===== src/hdl/sensor_cmd_pkg.sv =====
package sensor_cmd_pkg;
  // core clock and link timing
  localparam int CLK_HZ      = 125_000_000;
  localparam int MS_PER_S    = 1000;
  localparam int CYC_PER_MS  = CLK_HZ / MS_PER_S;
  localparam int DIV_W       = 17;
  localparam int MS_W        = 14;
  localparam int SCL_MAX_KHZ = 100;

  // bus framing
  localparam logic [6:0] TARGET_ADDR = 7'h62;
  localparam logic [3:0] BYTE_BITS   = 4'h8;
  localparam logic [1:0] CMD_BYTES   = 2'h2;
  localparam logic [1:0] CRC_POS     = 2'h2;
  localparam logic [1:0] LAST_WORD   = 2'h2;
  localparam logic [7:0] CRC_POLY    = 8'h31;
  localparam logic [7:0] CRC_INIT    = 8'hFF;
  localparam logic [7:0] IDLE_BYTE   = 8'hFF;

  // command codes
  localparam logic [15:0] CMD_BEGIN_SAMP  = 16'h21B1;
  localparam logic [15:0] CMD_FETCH       = 16'hEC05;
  localparam logic [15:0] CMD_END_SAMP    = 16'h3F86;
  localparam logic [15:0] CMD_READY_QUERY = 16'hE4B8;
  localparam logic [15:0] CMD_PRESS_COMP  = 16'hE000;
  localparam logic [15:0] CMD_RECAL       = 16'h362F;
  localparam logic [15:0] CMD_SAVE_NV     = 16'h3615;
  localparam logic [15:0] CMD_SELF_TEST   = 16'h3639;
  localparam logic [15:0] CMD_DEFAULTS    = 16'h3632;
  localparam logic [15:0] CMD_RELOAD      = 16'h3646;
  localparam logic [15:0] CMD_ONESHOT     = 16'h219D;
  localparam logic [15:0] CMD_ONESHOT_RHT = 16'h2196;
  localparam logic [15:0] CMD_SLEEP       = 16'h36E0;
  localparam logic [15:0] CMD_RESUME      = 16'h36F6;

  // times in milliseconds
  localparam logic [MS_W-1:0] POWERUP_MS  = 14'd1000;
  localparam logic [MS_W-1:0] UPDATE_MS   = 14'd5000;
  localparam logic [MS_W-1:0] DEFAULT_MS  = 14'd1;
  localparam logic [MS_W-1:0] END_MS      = 14'd500;
  localparam logic [MS_W-1:0] RECAL_MS    = 14'd400;
  localparam logic [MS_W-1:0] SAVE_MS     = 14'd800;
  localparam logic [MS_W-1:0] TEST_MS     = 14'd10000;
  localparam logic [MS_W-1:0] DEFAULTS_MS = 14'd1200;
  localparam logic [MS_W-1:0] RELOAD_MS   = 14'd20;
  localparam logic [MS_W-1:0] ONESHOT_MS  = 14'd5000;
  localparam logic [MS_W-1:0] RHT_MS      = 14'd50;
  localparam logic [MS_W-1:0] RESUME_MS   = 14'd20;

  // fixed answer words (values arbitrary)
  localparam logic [15:0] TEST_PASS_WORD = 16'h0000;
  localparam logic [15:0] RECAL_WORD     = 16'h8000;
  localparam logic [15:0] READY_MASK     = 16'h07FF;

  typedef enum logic [1:0] {RD_NONE, RD_SAMPLE, RD_WORD} rd_kind_type;
  typedef enum logic [2:0] {
    E_IDLE, E_ADDR, E_AACK, E_RX, E_RACK, E_TX, E_TACK
  } eng_state_type;
endpackage


===== src/hdl/target_link_if.sv =====
`timescale 1ns/10ps
`default_nettype none
interface target_link_if;
  logic       ev_start;
  logic       ev_stop;
  logic       ev_addr;
  logic       addr_rw;
  logic       ev_rx;
  logic [7:0] rx_byte;
  logic       ev_take;
  logic [7:0] tx_byte;
  logic       wr_ok;
  logic       rd_ok;
  modport engine (output ev_start, ev_stop, ev_addr, addr_rw, ev_rx,
                  rx_byte, ev_take, input tx_byte, wr_ok, rd_ok);
  modport interp (input ev_start, ev_stop, ev_addr, addr_rw, ev_rx,
                  rx_byte, ev_take, output tx_byte, wr_ok, rd_ok);
endinterface
`default_nettype wire


===== src/hdl/gas_sensor_i2c_command_port.sv =====
`timescale 1ns/10ps
`default_nettype none
module gas_sensor_i2c_command_port #(
  parameter int MS_CYCLES = sensor_cmd_pkg::CYC_PER_MS
) (
  input  wire logic        core_clk,
  input  wire logic        rst_n,
  input  wire logic        scl,
  input  wire logic        sda_in,
  output logic             sda_out,
  output logic             sda_oe_n,
  input  wire logic [15:0] gas_ppm,
  input  wire logic [15:0] temp_word,
  input  wire logic [15:0] hum_word,
  output logic             dev_ready,
  output logic             cmd_busy,
  output logic             sampling_active,
  output logic             powered_down,
  output logic             result_ready
);
  localparam int MSW = sensor_cmd_pkg::MS_W;

  typedef struct packed {
    logic [MSW-1:0]            ms;
    sensor_cmd_pkg::rd_kind_type rd;
  } cmd_info_type;

  typedef struct packed {
    logic [sensor_cmd_pkg::DIV_W-1:0] div;
    logic                        ready;
    logic [MSW-1:0]              boot_ms;
    logic                        busy;
    logic [MSW-1:0]              busy_ms;
    logic [15:0]                 op;
    logic                        sampling;
    logic                        asleep;
    logic [MSW-1:0]              upd_ms;
    logic                        buf_valid;
    logic [2:0][15:0]            smp;
    logic [15:0]                 resp;
    sensor_cmd_pkg::rd_kind_type rd;
    logic [15:0]                 cmd;
    logic [1:0]                  nbytes;
    logic                        pend;
    logic [1:0]                  wsel;
    logic [1:0]                  bpos;
    logic [7:0]                  tx_byte;
  } port_type;

  target_link_if link ();

  port_type     r;
  port_type     next_r;
  logic         tick;
  logic         wr_ok;
  logic         rd_ok;
  logic         launch;
  cmd_info_type info;
  cmd_info_type done_info;

  // checksum over one data word, msb first
  function automatic logic [7:0] crc8(input logic [15:0] w);
    logic [7:0] c;
    c = sensor_cmd_pkg::CRC_INIT;
    for (int i = 15; i >= 0; i--) begin
      c = (c[7] ^ w[i]) ? {c[6:0], 1'b0} ^ sensor_cmd_pkg::CRC_POLY
                        : {c[6:0], 1'b0};
    end
    return c;
  endfunction

  // command code to execution time and answer kind
  function automatic cmd_info_type decode(input logic [15:0] c);
    cmd_info_type d;
    d.ms = sensor_cmd_pkg::DEFAULT_MS;
    d.rd = sensor_cmd_pkg::RD_NONE;
    unique case (c)
      sensor_cmd_pkg::CMD_BEGIN_SAMP:  d.ms = '0;
      sensor_cmd_pkg::CMD_FETCH:       d.rd = sensor_cmd_pkg::RD_SAMPLE;
      sensor_cmd_pkg::CMD_END_SAMP:    d.ms = sensor_cmd_pkg::END_MS;
      sensor_cmd_pkg::CMD_READY_QUERY: d.rd = sensor_cmd_pkg::RD_WORD;
      sensor_cmd_pkg::CMD_PRESS_COMP:  d.ms = sensor_cmd_pkg::DEFAULT_MS;
      sensor_cmd_pkg::CMD_RECAL: begin
        d.ms = sensor_cmd_pkg::RECAL_MS;
        d.rd = sensor_cmd_pkg::RD_WORD;
      end
      sensor_cmd_pkg::CMD_SAVE_NV:     d.ms = sensor_cmd_pkg::SAVE_MS;
      sensor_cmd_pkg::CMD_SELF_TEST: begin
        d.ms = sensor_cmd_pkg::TEST_MS;
        d.rd = sensor_cmd_pkg::RD_WORD;
      end
      sensor_cmd_pkg::CMD_DEFAULTS:    d.ms = sensor_cmd_pkg::DEFAULTS_MS;
      sensor_cmd_pkg::CMD_RELOAD:      d.ms = sensor_cmd_pkg::RELOAD_MS;
      sensor_cmd_pkg::CMD_ONESHOT:     d.ms = sensor_cmd_pkg::ONESHOT_MS;
      sensor_cmd_pkg::CMD_ONESHOT_RHT: d.ms = sensor_cmd_pkg::RHT_MS;
      sensor_cmd_pkg::CMD_SLEEP:       d.ms = sensor_cmd_pkg::DEFAULT_MS;
      sensor_cmd_pkg::CMD_RESUME:      d.ms = sensor_cmd_pkg::RESUME_MS;
      default:                         d.rd = sensor_cmd_pkg::RD_WORD;
    endcase
    return d;
  endfunction

  // byte of the answer at word index and byte position
  function automatic logic [7:0] answer_byte(input port_type s,
                                              input logic [1:0] w,
                                              input logic [1:0] p);
    logic [15:0] word;
    logic        have;
    word = (s.rd == sensor_cmd_pkg::RD_SAMPLE) ? s.smp[w] : s.resp;
    have = (s.rd == sensor_cmd_pkg::RD_SAMPLE) ?
           (w <= sensor_cmd_pkg::LAST_WORD) : (w == 2'h0);
    if (!have) begin
      return sensor_cmd_pkg::IDLE_BYTE;
    end
    unique case (p)
      2'h0:    return word[15:8];
      2'h1:    return word[7:0];
      default: return crc8(word);
    endcase
  endfunction

  i2c_target_engine u_engine (
    .core_clk (core_clk),
    .rst_n    (rst_n),
    .scl      (scl),
    .sda_in   (sda_in),
    .sda_oe_n (sda_oe_n),
    .link     (link)
  );

  // handshake levels toward the bit engine
  assign tick  = r.div == MS_CYCLES[sensor_cmd_pkg::DIV_W-1:0] - 1'b1;
  assign wr_ok = r.ready & ~r.busy;
  assign rd_ok = r.ready & ~r.busy & ~r.asleep &
                 (r.rd == sensor_cmd_pkg::RD_WORD |
                  (r.rd == sensor_cmd_pkg::RD_SAMPLE & r.buf_valid));
  assign launch = r.pend & (link.ev_start | link.ev_stop) &
                  (~r.asleep | r.cmd == sensor_cmd_pkg::CMD_RESUME);
  assign info  = decode(r.cmd);
  // answer kind of the command now finishing
  assign done_info = decode(r.op);

  // command interpreter
  always_comb begin
    next_r         = r;
    next_r.div     = tick ? '0 : r.div + 1'b1;
    next_r.tx_byte = answer_byte(r, r.wsel, r.bpos);
    // power-up wait before the first command
    if (!r.ready && tick) begin
      next_r.boot_ms = r.boot_ms + 1'b1;
      if (r.boot_ms == sensor_cmd_pkg::POWERUP_MS - 1'b1) begin
        next_r.ready = 1'b1;
      end
    end
    // collect the two command bytes of a write
    if (link.ev_start) begin
      next_r.nbytes = '0;
    end
    if (link.ev_rx && r.nbytes != sensor_cmd_pkg::CMD_BYTES) begin
      next_r.nbytes = r.nbytes + 1'b1;
      if (r.nbytes == 2'h0) begin
        next_r.cmd[15:8] = link.rx_byte;
      end else begin
        next_r.cmd[7:0] = link.rx_byte;
        next_r.pend     = 1'b1;
      end
    end
    // answer pointer, moved by each byte the engine takes
    if (link.ev_addr) begin
      next_r.wsel = '0;
      next_r.bpos = '0;
    end
    if (link.ev_take) begin
      next_r.bpos = (r.bpos == sensor_cmd_pkg::CRC_POS) ? 2'h0
                                                          : r.bpos + 1'b1;
      if (r.bpos == sensor_cmd_pkg::CRC_POS) begin
        next_r.wsel = r.wsel + 1'b1;
      end
    end
    // a fetched result is consumed by its read header
    if (link.ev_addr && link.addr_rw && rd_ok &&
        r.rd == sensor_cmd_pkg::RD_SAMPLE) begin
      next_r.buf_valid = 1'b0;
    end
    // start a command once its frame closes
    if (r.pend && (link.ev_start || link.ev_stop)) begin
      next_r.pend = 1'b0;
    end
    if (launch) begin
      next_r.op      = r.cmd;
      next_r.busy    = info.ms != '0;
      next_r.busy_ms = info.ms;
      next_r.rd      = sensor_cmd_pkg::RD_NONE;
      if (r.cmd == sensor_cmd_pkg::CMD_BEGIN_SAMP) begin
        next_r.sampling = 1'b1;
        next_r.upd_ms   = '0;
      end
      if (r.cmd == sensor_cmd_pkg::CMD_END_SAMP) begin
        next_r.sampling = 1'b0;
      end
    end
    // execution countdown and completion effects
    if (r.busy && tick) begin
      next_r.busy_ms = r.busy_ms - 1'b1;
      if (r.busy_ms == sensor_cmd_pkg::DEFAULT_MS) begin
        next_r.busy = 1'b0;
        next_r.rd   = done_info.rd;
        next_r.resp = '0;
        unique case (r.op)
          sensor_cmd_pkg::CMD_READY_QUERY:
            next_r.resp = r.buf_valid ? sensor_cmd_pkg::READY_MASK : '0;
          sensor_cmd_pkg::CMD_SELF_TEST:
            next_r.resp = sensor_cmd_pkg::TEST_PASS_WORD;
          sensor_cmd_pkg::CMD_RECAL:
            next_r.resp = sensor_cmd_pkg::RECAL_WORD;
          sensor_cmd_pkg::CMD_SLEEP:
            next_r.asleep = 1'b1;
          sensor_cmd_pkg::CMD_RESUME:
            next_r.asleep = 1'b0;
          sensor_cmd_pkg::CMD_RELOAD: begin
            next_r.sampling  = 1'b0;
            next_r.buf_valid = 1'b0;
            next_r.asleep    = 1'b0;
          end
          sensor_cmd_pkg::CMD_ONESHOT: begin
            next_r.smp       = {hum_word, temp_word, gas_ppm};
            next_r.buf_valid = 1'b1;
          end
          sensor_cmd_pkg::CMD_ONESHOT_RHT: begin
            next_r.smp[1]    = temp_word;
            next_r.smp[2]    = hum_word;
            next_r.buf_valid = 1'b1;
          end
          default: begin
          end
        endcase
      end
    end
    // periodic update while sampling; a new set wins over the read clear
    if (r.sampling && tick) begin
      next_r.upd_ms = r.upd_ms + 1'b1;
      if (r.upd_ms == sensor_cmd_pkg::UPDATE_MS - 1'b1) begin
        next_r.upd_ms    = '0;
        next_r.smp       = {hum_word, temp_word, gas_ppm};
        next_r.buf_valid = 1'b1;
      end
    end
  end

  always_ff @(posedge core_clk or negedge rst_n) begin
    if (!rst_n) begin
      r <= '{rd: sensor_cmd_pkg::RD_NONE, default: '0};
    end else begin
      r <= next_r;
    end
  end

  // link handshake and status outputs
  assign link.wr_ok     = wr_ok;
  assign link.rd_ok     = rd_ok;
  assign link.tx_byte   = r.tx_byte;
  assign sda_out        = 1'b0;
  assign dev_ready      = r.ready;
  assign cmd_busy       = r.busy;
  assign sampling_active = r.sampling;
  assign powered_down   = r.asleep;
  assign result_ready   = r.buf_valid;
endmodule
`default_nettype wire


===== src/hdl/i2c_target_engine.sv =====
`timescale 1ns/10ps
`default_nettype none
module i2c_target_engine (
  input  wire logic     core_clk,
  input  wire logic     rst_n,
  input  wire logic     scl,
  input  wire logic     sda_in,
  output logic          sda_oe_n,
  target_link_if.engine link
);
  typedef struct packed {
    logic [1:0]                    scl_s;
    logic [1:0]                    sda_s;
    logic                          scl_q;
    logic                          sda_q;
    sensor_cmd_pkg::eng_state_type st;
    logic [3:0]                    bits;
    logic [7:0]                    sh;
    logic                          rw;
    logic                          macked;
    logic                          oe_n;
    logic                          ev_start;
    logic                          ev_stop;
    logic                          ev_addr;
    logic                          ev_rx;
    logic                          ev_take;
  } eng_type;

  localparam eng_type ENG_RST = '{st: sensor_cmd_pkg::E_IDLE,
    scl_s: 2'h3, sda_s: 2'h3, scl_q: 1'b1, sda_q: 1'b1, oe_n: 1'b1,
    default: '0};

  eng_type r;
  eng_type next_r;
  logic    rise;
  logic    fall;
  logic    start;
  logic    stop;

  // bus events from the second sync stage and its delayed copy
  assign rise  = r.scl_s[1] & ~r.scl_q;
  assign fall  = ~r.scl_s[1] & r.scl_q;
  assign start = r.scl_s[1] & r.scl_q & r.sda_q & ~r.sda_s[1];
  assign stop  = r.scl_s[1] & r.scl_q & ~r.sda_q & r.sda_s[1];

  // bit engine: sample on scl rise, change sda on scl fall
  always_comb begin
    next_r          = r;
    next_r.scl_s    = {r.scl_s[0], scl};
    next_r.sda_s    = {r.sda_s[0], sda_in};
    next_r.scl_q    = r.scl_s[1];
    next_r.sda_q    = r.sda_s[1];
    next_r.ev_start = 1'b0;
    next_r.ev_stop  = 1'b0;
    next_r.ev_addr  = 1'b0;
    next_r.ev_rx    = 1'b0;
    next_r.ev_take  = 1'b0;
    if (start) begin
      next_r.st       = sensor_cmd_pkg::E_ADDR;
      next_r.bits     = '0;
      next_r.oe_n     = 1'b1;
      next_r.ev_start = 1'b1;
    end else if (stop) begin
      next_r.st      = sensor_cmd_pkg::E_IDLE;
      next_r.oe_n    = 1'b1;
      next_r.ev_stop = 1'b1;
    end else if (rise) begin
      if (r.st == sensor_cmd_pkg::E_ADDR || r.st == sensor_cmd_pkg::E_RX) begin
        next_r.sh   = {r.sh[6:0], r.sda_s[1]}; // msb first
        next_r.bits = r.bits + 4'h1;
      end
      if (r.st == sensor_cmd_pkg::E_TACK) begin
        next_r.macked = ~r.sda_s[1];
      end
    end else if (fall) begin
      unique case (r.st)
        sensor_cmd_pkg::E_IDLE: begin
        end
        sensor_cmd_pkg::E_ADDR: begin
          if (r.bits == sensor_cmd_pkg::BYTE_BITS) begin
            next_r.st = sensor_cmd_pkg::E_IDLE;
            // answer only our own address
            if (r.sh[7:1] == sensor_cmd_pkg::TARGET_ADDR) begin
              next_r.rw      = r.sh[0];
              next_r.ev_addr = 1'b1;
              // read header left unacknowledged until result ready
              if (r.sh[0] ? link.rd_ok : link.wr_ok) begin
                next_r.oe_n = 1'b0;
                next_r.st   = sensor_cmd_pkg::E_AACK;
              end
            end
          end
        end
        sensor_cmd_pkg::E_AACK, sensor_cmd_pkg::E_TACK: begin
          if (r.st == sensor_cmd_pkg::E_AACK ? r.rw : r.macked) begin
            next_r.oe_n    = link.tx_byte[7];
            next_r.sh      = {link.tx_byte[6:0], 1'b0};
            next_r.bits    = 4'h1;
            next_r.ev_take = 1'b1;
            next_r.st      = sensor_cmd_pkg::E_TX;
          end else begin
            // master nack ends the read; a write header goes on to receive
            next_r.oe_n = 1'b1;
            next_r.bits = '0;
            next_r.st   = r.rw ? sensor_cmd_pkg::E_IDLE
                               : sensor_cmd_pkg::E_RX;
          end
        end
        sensor_cmd_pkg::E_RX: begin
          if (r.bits == sensor_cmd_pkg::BYTE_BITS) begin
            next_r.ev_rx = 1'b1;
            next_r.st    = sensor_cmd_pkg::E_IDLE;
            if (link.wr_ok) begin
              next_r.oe_n = 1'b0;
              next_r.st   = sensor_cmd_pkg::E_RACK;
            end
          end
        end
        sensor_cmd_pkg::E_RACK: begin
          next_r.oe_n = 1'b1;
          next_r.bits = '0;
          next_r.st   = sensor_cmd_pkg::E_RX;
        end
        sensor_cmd_pkg::E_TX: begin
          if (r.bits == sensor_cmd_pkg::BYTE_BITS) begin
            next_r.oe_n = 1'b1;
            next_r.st   = sensor_cmd_pkg::E_TACK;
          end else begin
            next_r.oe_n = r.sh[7];
            next_r.sh   = {r.sh[6:0], 1'b0};
            next_r.bits = r.bits + 4'h1;
          end
        end
      endcase
    end
  end

  always_ff @(posedge core_clk or negedge rst_n) begin
    if (!rst_n) begin
      r <= ENG_RST;
    end else begin
      r <= next_r;
    end
  end

  // event pulses and data to the interpreter
  assign sda_oe_n      = r.oe_n;
  assign link.ev_start = r.ev_start;
  assign link.ev_stop  = r.ev_stop;
  assign link.ev_addr  = r.ev_addr;
  assign link.addr_rw  = r.rw;
  assign link.ev_rx    = r.ev_rx;
  assign link.rx_byte  = r.sh;
  assign link.ev_take  = r.ev_take;
endmodule
`default_nettype wire


===== config.mk =====
export PLATFORM = sky130hd
export DESIGN_NAME = gas_sensor_i2c_command_port
export DESIGN_NICKNAME = d
export VERILOG_FILES = /design/src/hdl/sensor_cmd_pkg.sv /design/src/hdl/target_link_if.sv /design/src/hdl/gas_sensor_i2c_command_port.sv /design/src/hdl/i2c_target_engine.sv
export SDC_FILE = /design/constraint.sdc
export NUM_CORES = 1
export LEC_CHECK = 0
export BUFFER_PORTS_ARGS = -buffer_cell sky130_fd_sc_hd__buf_2
export CORE_ASPECT_RATIO = 2
export CORE_MARGIN = 2
export CORE_UTILIZATION = 55
export CTS_CLUSTER_SIZE = 10
export DETAILED_ROUTE_END_ITERATION = 8
export MAX_ROUTING_LAYER = met4
export PLACE_DENSITY = 0.73
export RECOVER_POWER = 100
export SLEW_MARGIN = 15
export SYNTH_ARGS = -nofsm -noshare
export SYNTH_HDL_FRONTEND = slang
export SYNTH_HIERARCHICAL = 1
export SYNTH_SLANG_ARGS = --single-unit

===== constraint.sdc =====
create_clock -name core_clk -period 3.6 [get_ports core_clk]
set_input_delay 0.72 -clock core_clk [delete_from_list [all_inputs] [get_ports core_clk]]
set_output_delay 0.72 -clock core_clk [all_outputs]
set_load 0.01 [all_outputs]

==> flow_metrics.env <==
export IMPL_fmax_mhz=294
export IMPL_critPathLaunch="r[134]$_DFFE_PN0P_"
export IMPL_slew_viol_final=105
export IMPL_yosysWarnings=6
export IMPL_root_buffer="clkbuf_16"
export IMPL_port_buffers=57
export IMPL_syn_inst=994
export IMPL_area_growth_pct=9.59
export IMPL_ios=59
export IMPL_drv_cap=2
export IMPL_p_per_area_mw_per_mm2=377
export IMPL_drt_total_wl_um=23200
export IMPL_nets=1106
export IMPL_htreeDepth=4
export IMPL_grt_pass1_wl_um=38800
export IMPL_period_share_pct=94.4
export IMPL_start_kind="register"
export IMPL_post_cts_buffers=0
export IMPL_cts_resized=0
export IMPL_antennaDiodeCount=0
export IMPL_die_area_sq_mm=0.0199
export IMPL_rows=70
export IMPL_violations="max-capacitance violations, max-slew violations"
export IMPL_track_usage_pct=25.6
export IMPL_utilization_pct=61.6
export IMPL_synth_compound_area_share_pct=10.7
export IMPL_cts_tree="yes"
export IMPL_finalHoldViolations=0
export IMPL_holdPathEnd="u_engine/next_r[23]$_DFF_PN1_"
export IMPL_muxShareOfSynthArea_pct=12.9
export IMPL_num_fill_cells=1556
export IMPL_synth_top_family_by_area="simple AND/OR/NAND/NOR gates"
export IMPL_die_w_um=101
export IMPL_drt_iter0_markers=305
export IMPL_hp_class="reg -> reg"
export IMPL_outcome="finished with violations"
export IMPL_slew_headroom_pct=-53.7
export IMPL_clockBufferDepth=2
export IMPL_ys_seq_elements=192
export IMPL_rrSetupSlack_ns=0.20
export IMPL_cts_buffers=17
export IMPL_place_congestion=0.945
export IMPL_drive_gt1_share_pct=18.2
export IMPL_place_ws_ns=0.204
export IMPL_grt_max_degree=89
export IMPL_clock_sinks=192
export IMPL_rr_endpoint="r[89]$_DFF_PN0_"
export IMPL_skew_ns=0.00791
export IMPL_fin_ws_ns=0.201
export IMPL_postCtsHoldBufs=0
export IMPL_holdCritStartpoint="u_engine/next_r[26]$_DFF_PN1_"
export IMPL_grt_setup_unrepaired="false"
export IMPL_synth_flop_cell="dfrtp_1"
export IMPL_arrival_ns=3.71
export IMPL_synth_xor_area_share_pct=5.76
export IMPL_crit_required_ns=3.92
export IMPL_synthAdderAreaFrac_pct=1.70
export IMPL_drcViolationCount=0
export IMPL_ant_nets=0
export IMPL_core_sq_mm=0.0183
export IMPL_synthSimpleGateAreaFrac_pct=18.8
export IMPL_dp_hpwl_um=17000
export IMPL_hold_depth=0
export IMPL_drt_first_pass_iters=5
export IMPL_vias=7712
export IMPL_syn_avg_cell_area_sq_um=10.4
export IMPL_grt_overflow_total=0
export IMPL_endpoint_kind="register"
export IMPL_p_leak_nw=5.25
export IMPL_reg2reg_depth=9
export IMPL_path_clk_slew_ns=0.07
export IMPL_netlist_area_sq_mm=0.0103
export IMPL_start_util_pct=56.2
export IMPL_synth_async_reset_ratio_pct=100
export IMPL_via_per_inst=6.08
export IMPL_routedWlPerCell_um=18.3
export IMPL_synth_seq_area_share_pct=46.8
export IMPL_grt_pass1_vias=7977
export IMPL_synth_edf_count=0
export IMPL_antenna_found_initial=0
export IMPL_peakVddDrop_uv=338
export IMPL_die_h_um=197
export IMPL_insertion_delay_ns=0.44
export IMPL_synth_fp_nets=1060
export IMPL_min_period_ns=3.40
export IMPL_worstMarginPinSlew_ns=2.30
export IMPL_setup_viol=0
export IMPL_setup_tns_ns=0
export IMPL_critical_path_class="reg -> reg"
export IMPL_reg2reg_from="r[134]$_DFFE_PN0P_"
export IMPL_ys_types=84
export IMPL_path_max_fanout=33
[where the power goes]
part           leakage [nW]  switching [mW]  internal (mW)
sequential             2.64          0.0124           2.17
clock                 0.288           0.865           1.08
combinational          2.32          0.0864         0.0459
[layer usage]
layer	up-vias	global-route usage, %	wire, um
li1	3634	-	-
met1	3816	25.3	8330
met2	173	46.8	13100
met3	89	3.54	521
met4	0	14.2	1200
met5	-	-	0
[layout by cell type, fill, tap and decap left out, types with 12 or more instances in the layout]
cell / synthesis / final
dfrtp_1: 185 / 185
nand2_1: 116 / 116
mux2_2: 82 / 82
nor2_1: 60 / 60
o21ai_0: 52 / 54
buf_2: 4 / 50
nand3_1: 34 / 34
mux2i_1: 33 / 33
xor2_1: 32 / 32
xnor2_1: 28 / 28
nor3_1: 24 / 24
and3_1: 22 / 22
inv_1: 21 / 21
nand2b_1: 21 / 21
a21oi_1: 19 / 20
clkbuf_16: 0 / 17
nor2b_1: 15 / 15
ha_1: 14 / 14
o2bb2ai_1: 12 / 12
nand4_1: 12 / 12
[Yosys cell counts, drive strengths merged (4+ instances only)]
cell type / n / area (sq um)
a21o: 5 / 37.5
a21oi: 20 / 104
a221oi: 4 / 52.6
a31oi: 4 / 25.0
and2: 8 / 50.1
and3: 22 / 138
buf: 21 / 166
clkbuf: 25 / 93.8
dfrtp: 185 / 4630
dfstp: 7 / 184
ha: 14 / 175
inv: 21 / 78.8
mux2: 89 / 1000
mux2i: 33 / 330
nand2: 116 / 435
nand2b: 21 / 131
nand3: 34 / 170
nand3b: 6 / 45.0
nand4: 12 / 75.1
nand4b: 4 / 35.0
nor2: 61 / 231
nor2b: 15 / 93.8
nor3: 25 / 130
nor3b: 6 / 45.0
nor4: 8 / 50.1
nor4b: 5 / 43.8
o211ai: 11 / 82.6
o21ai: 60 / 330
o22ai: 9 / 56.3
o2bb2ai: 12 / 105
o31ai: 11 / 87.6
or2: 5 / 33.8
or3: 6 / 37.5
or4: 4 / 33.8
xnor2: 28 / 245
xor2: 32 / 280
[layout make-up]
| class | instances | area (sq um) | share of cell area [%] |
|---|---|---|---|
| clock inverter | 12 | 149 | 1.32 |
| inverter | 21 | 78.8 | 0.699 |
| tap | 216 | 270 | 2.40 |
| sequential | 192 | 4810 | 42.7 |
| timing repair buffer | 73 | 418 | 3.70 |
| clock buffer | 20 | 457 | 4.05 |
| multi-input combinational | 735 | 5100 | 45.2 |
[worst max-delay path by stage]
| stage | endpoint |
|---|---|
| after global placement | r[77]$_DFF_PN0_ |
| after floorplan | r[55]$_DFF_PN0_ |
| after global routing | r[88]$_DFF_PN0_ |
| final | r[89]$_DFF_PN0_ |
| after detailed placement | r[88]$_DFF_PN0_ |
| after CTS | r[89]$_DFF_PN0_ |
[metrics by stage]
stage / area (sq um) / hold WS, ns / std cells / total power [mW]
floorplan: 10300 / 0.345 / 994 / 2.28
global placement: 10800 / 0.346 / 1237 / 2.36
detailed placement: 10800 / 0.349 / 1237 / 2.36
CTS: 11400 / 0.359 / 1269 / 4.30
global route: 11300 / 0.359 / 1269 / 4.40
finish: 11300 / 0.363 / 1269 / 4.26
[flip-flops by register name, summed over array words and instances, names as in the netlist, 4 cells and up]
name	cells
u_engine/r	10
u_engine/link.rx_byte	8
r	150
link.tx_byte	8
u_engine/next_r	4
[logic make-up after synthesis]
group | Yosys count
compound gates | 161
xor+xnor | 63
fa+ha+maj | 14
buf+inv | 67
flops | 192
mux | 122
other cells | 1
simple gates | 374
[worst max-delay path, cell delays in order, from the launching register on]
cell	delay, ns
dfrtp_1	0.42
or3_1	0.40
or4_1	0.46
or2_4	0.28
nor3_2	0.12
nand3_1	0.12
or4b_1	0.59
o21ai_1	0.26
buf_12	0.24
mux2_2	0.37
No activity file was read; power rests on OpenSTA's default activity.
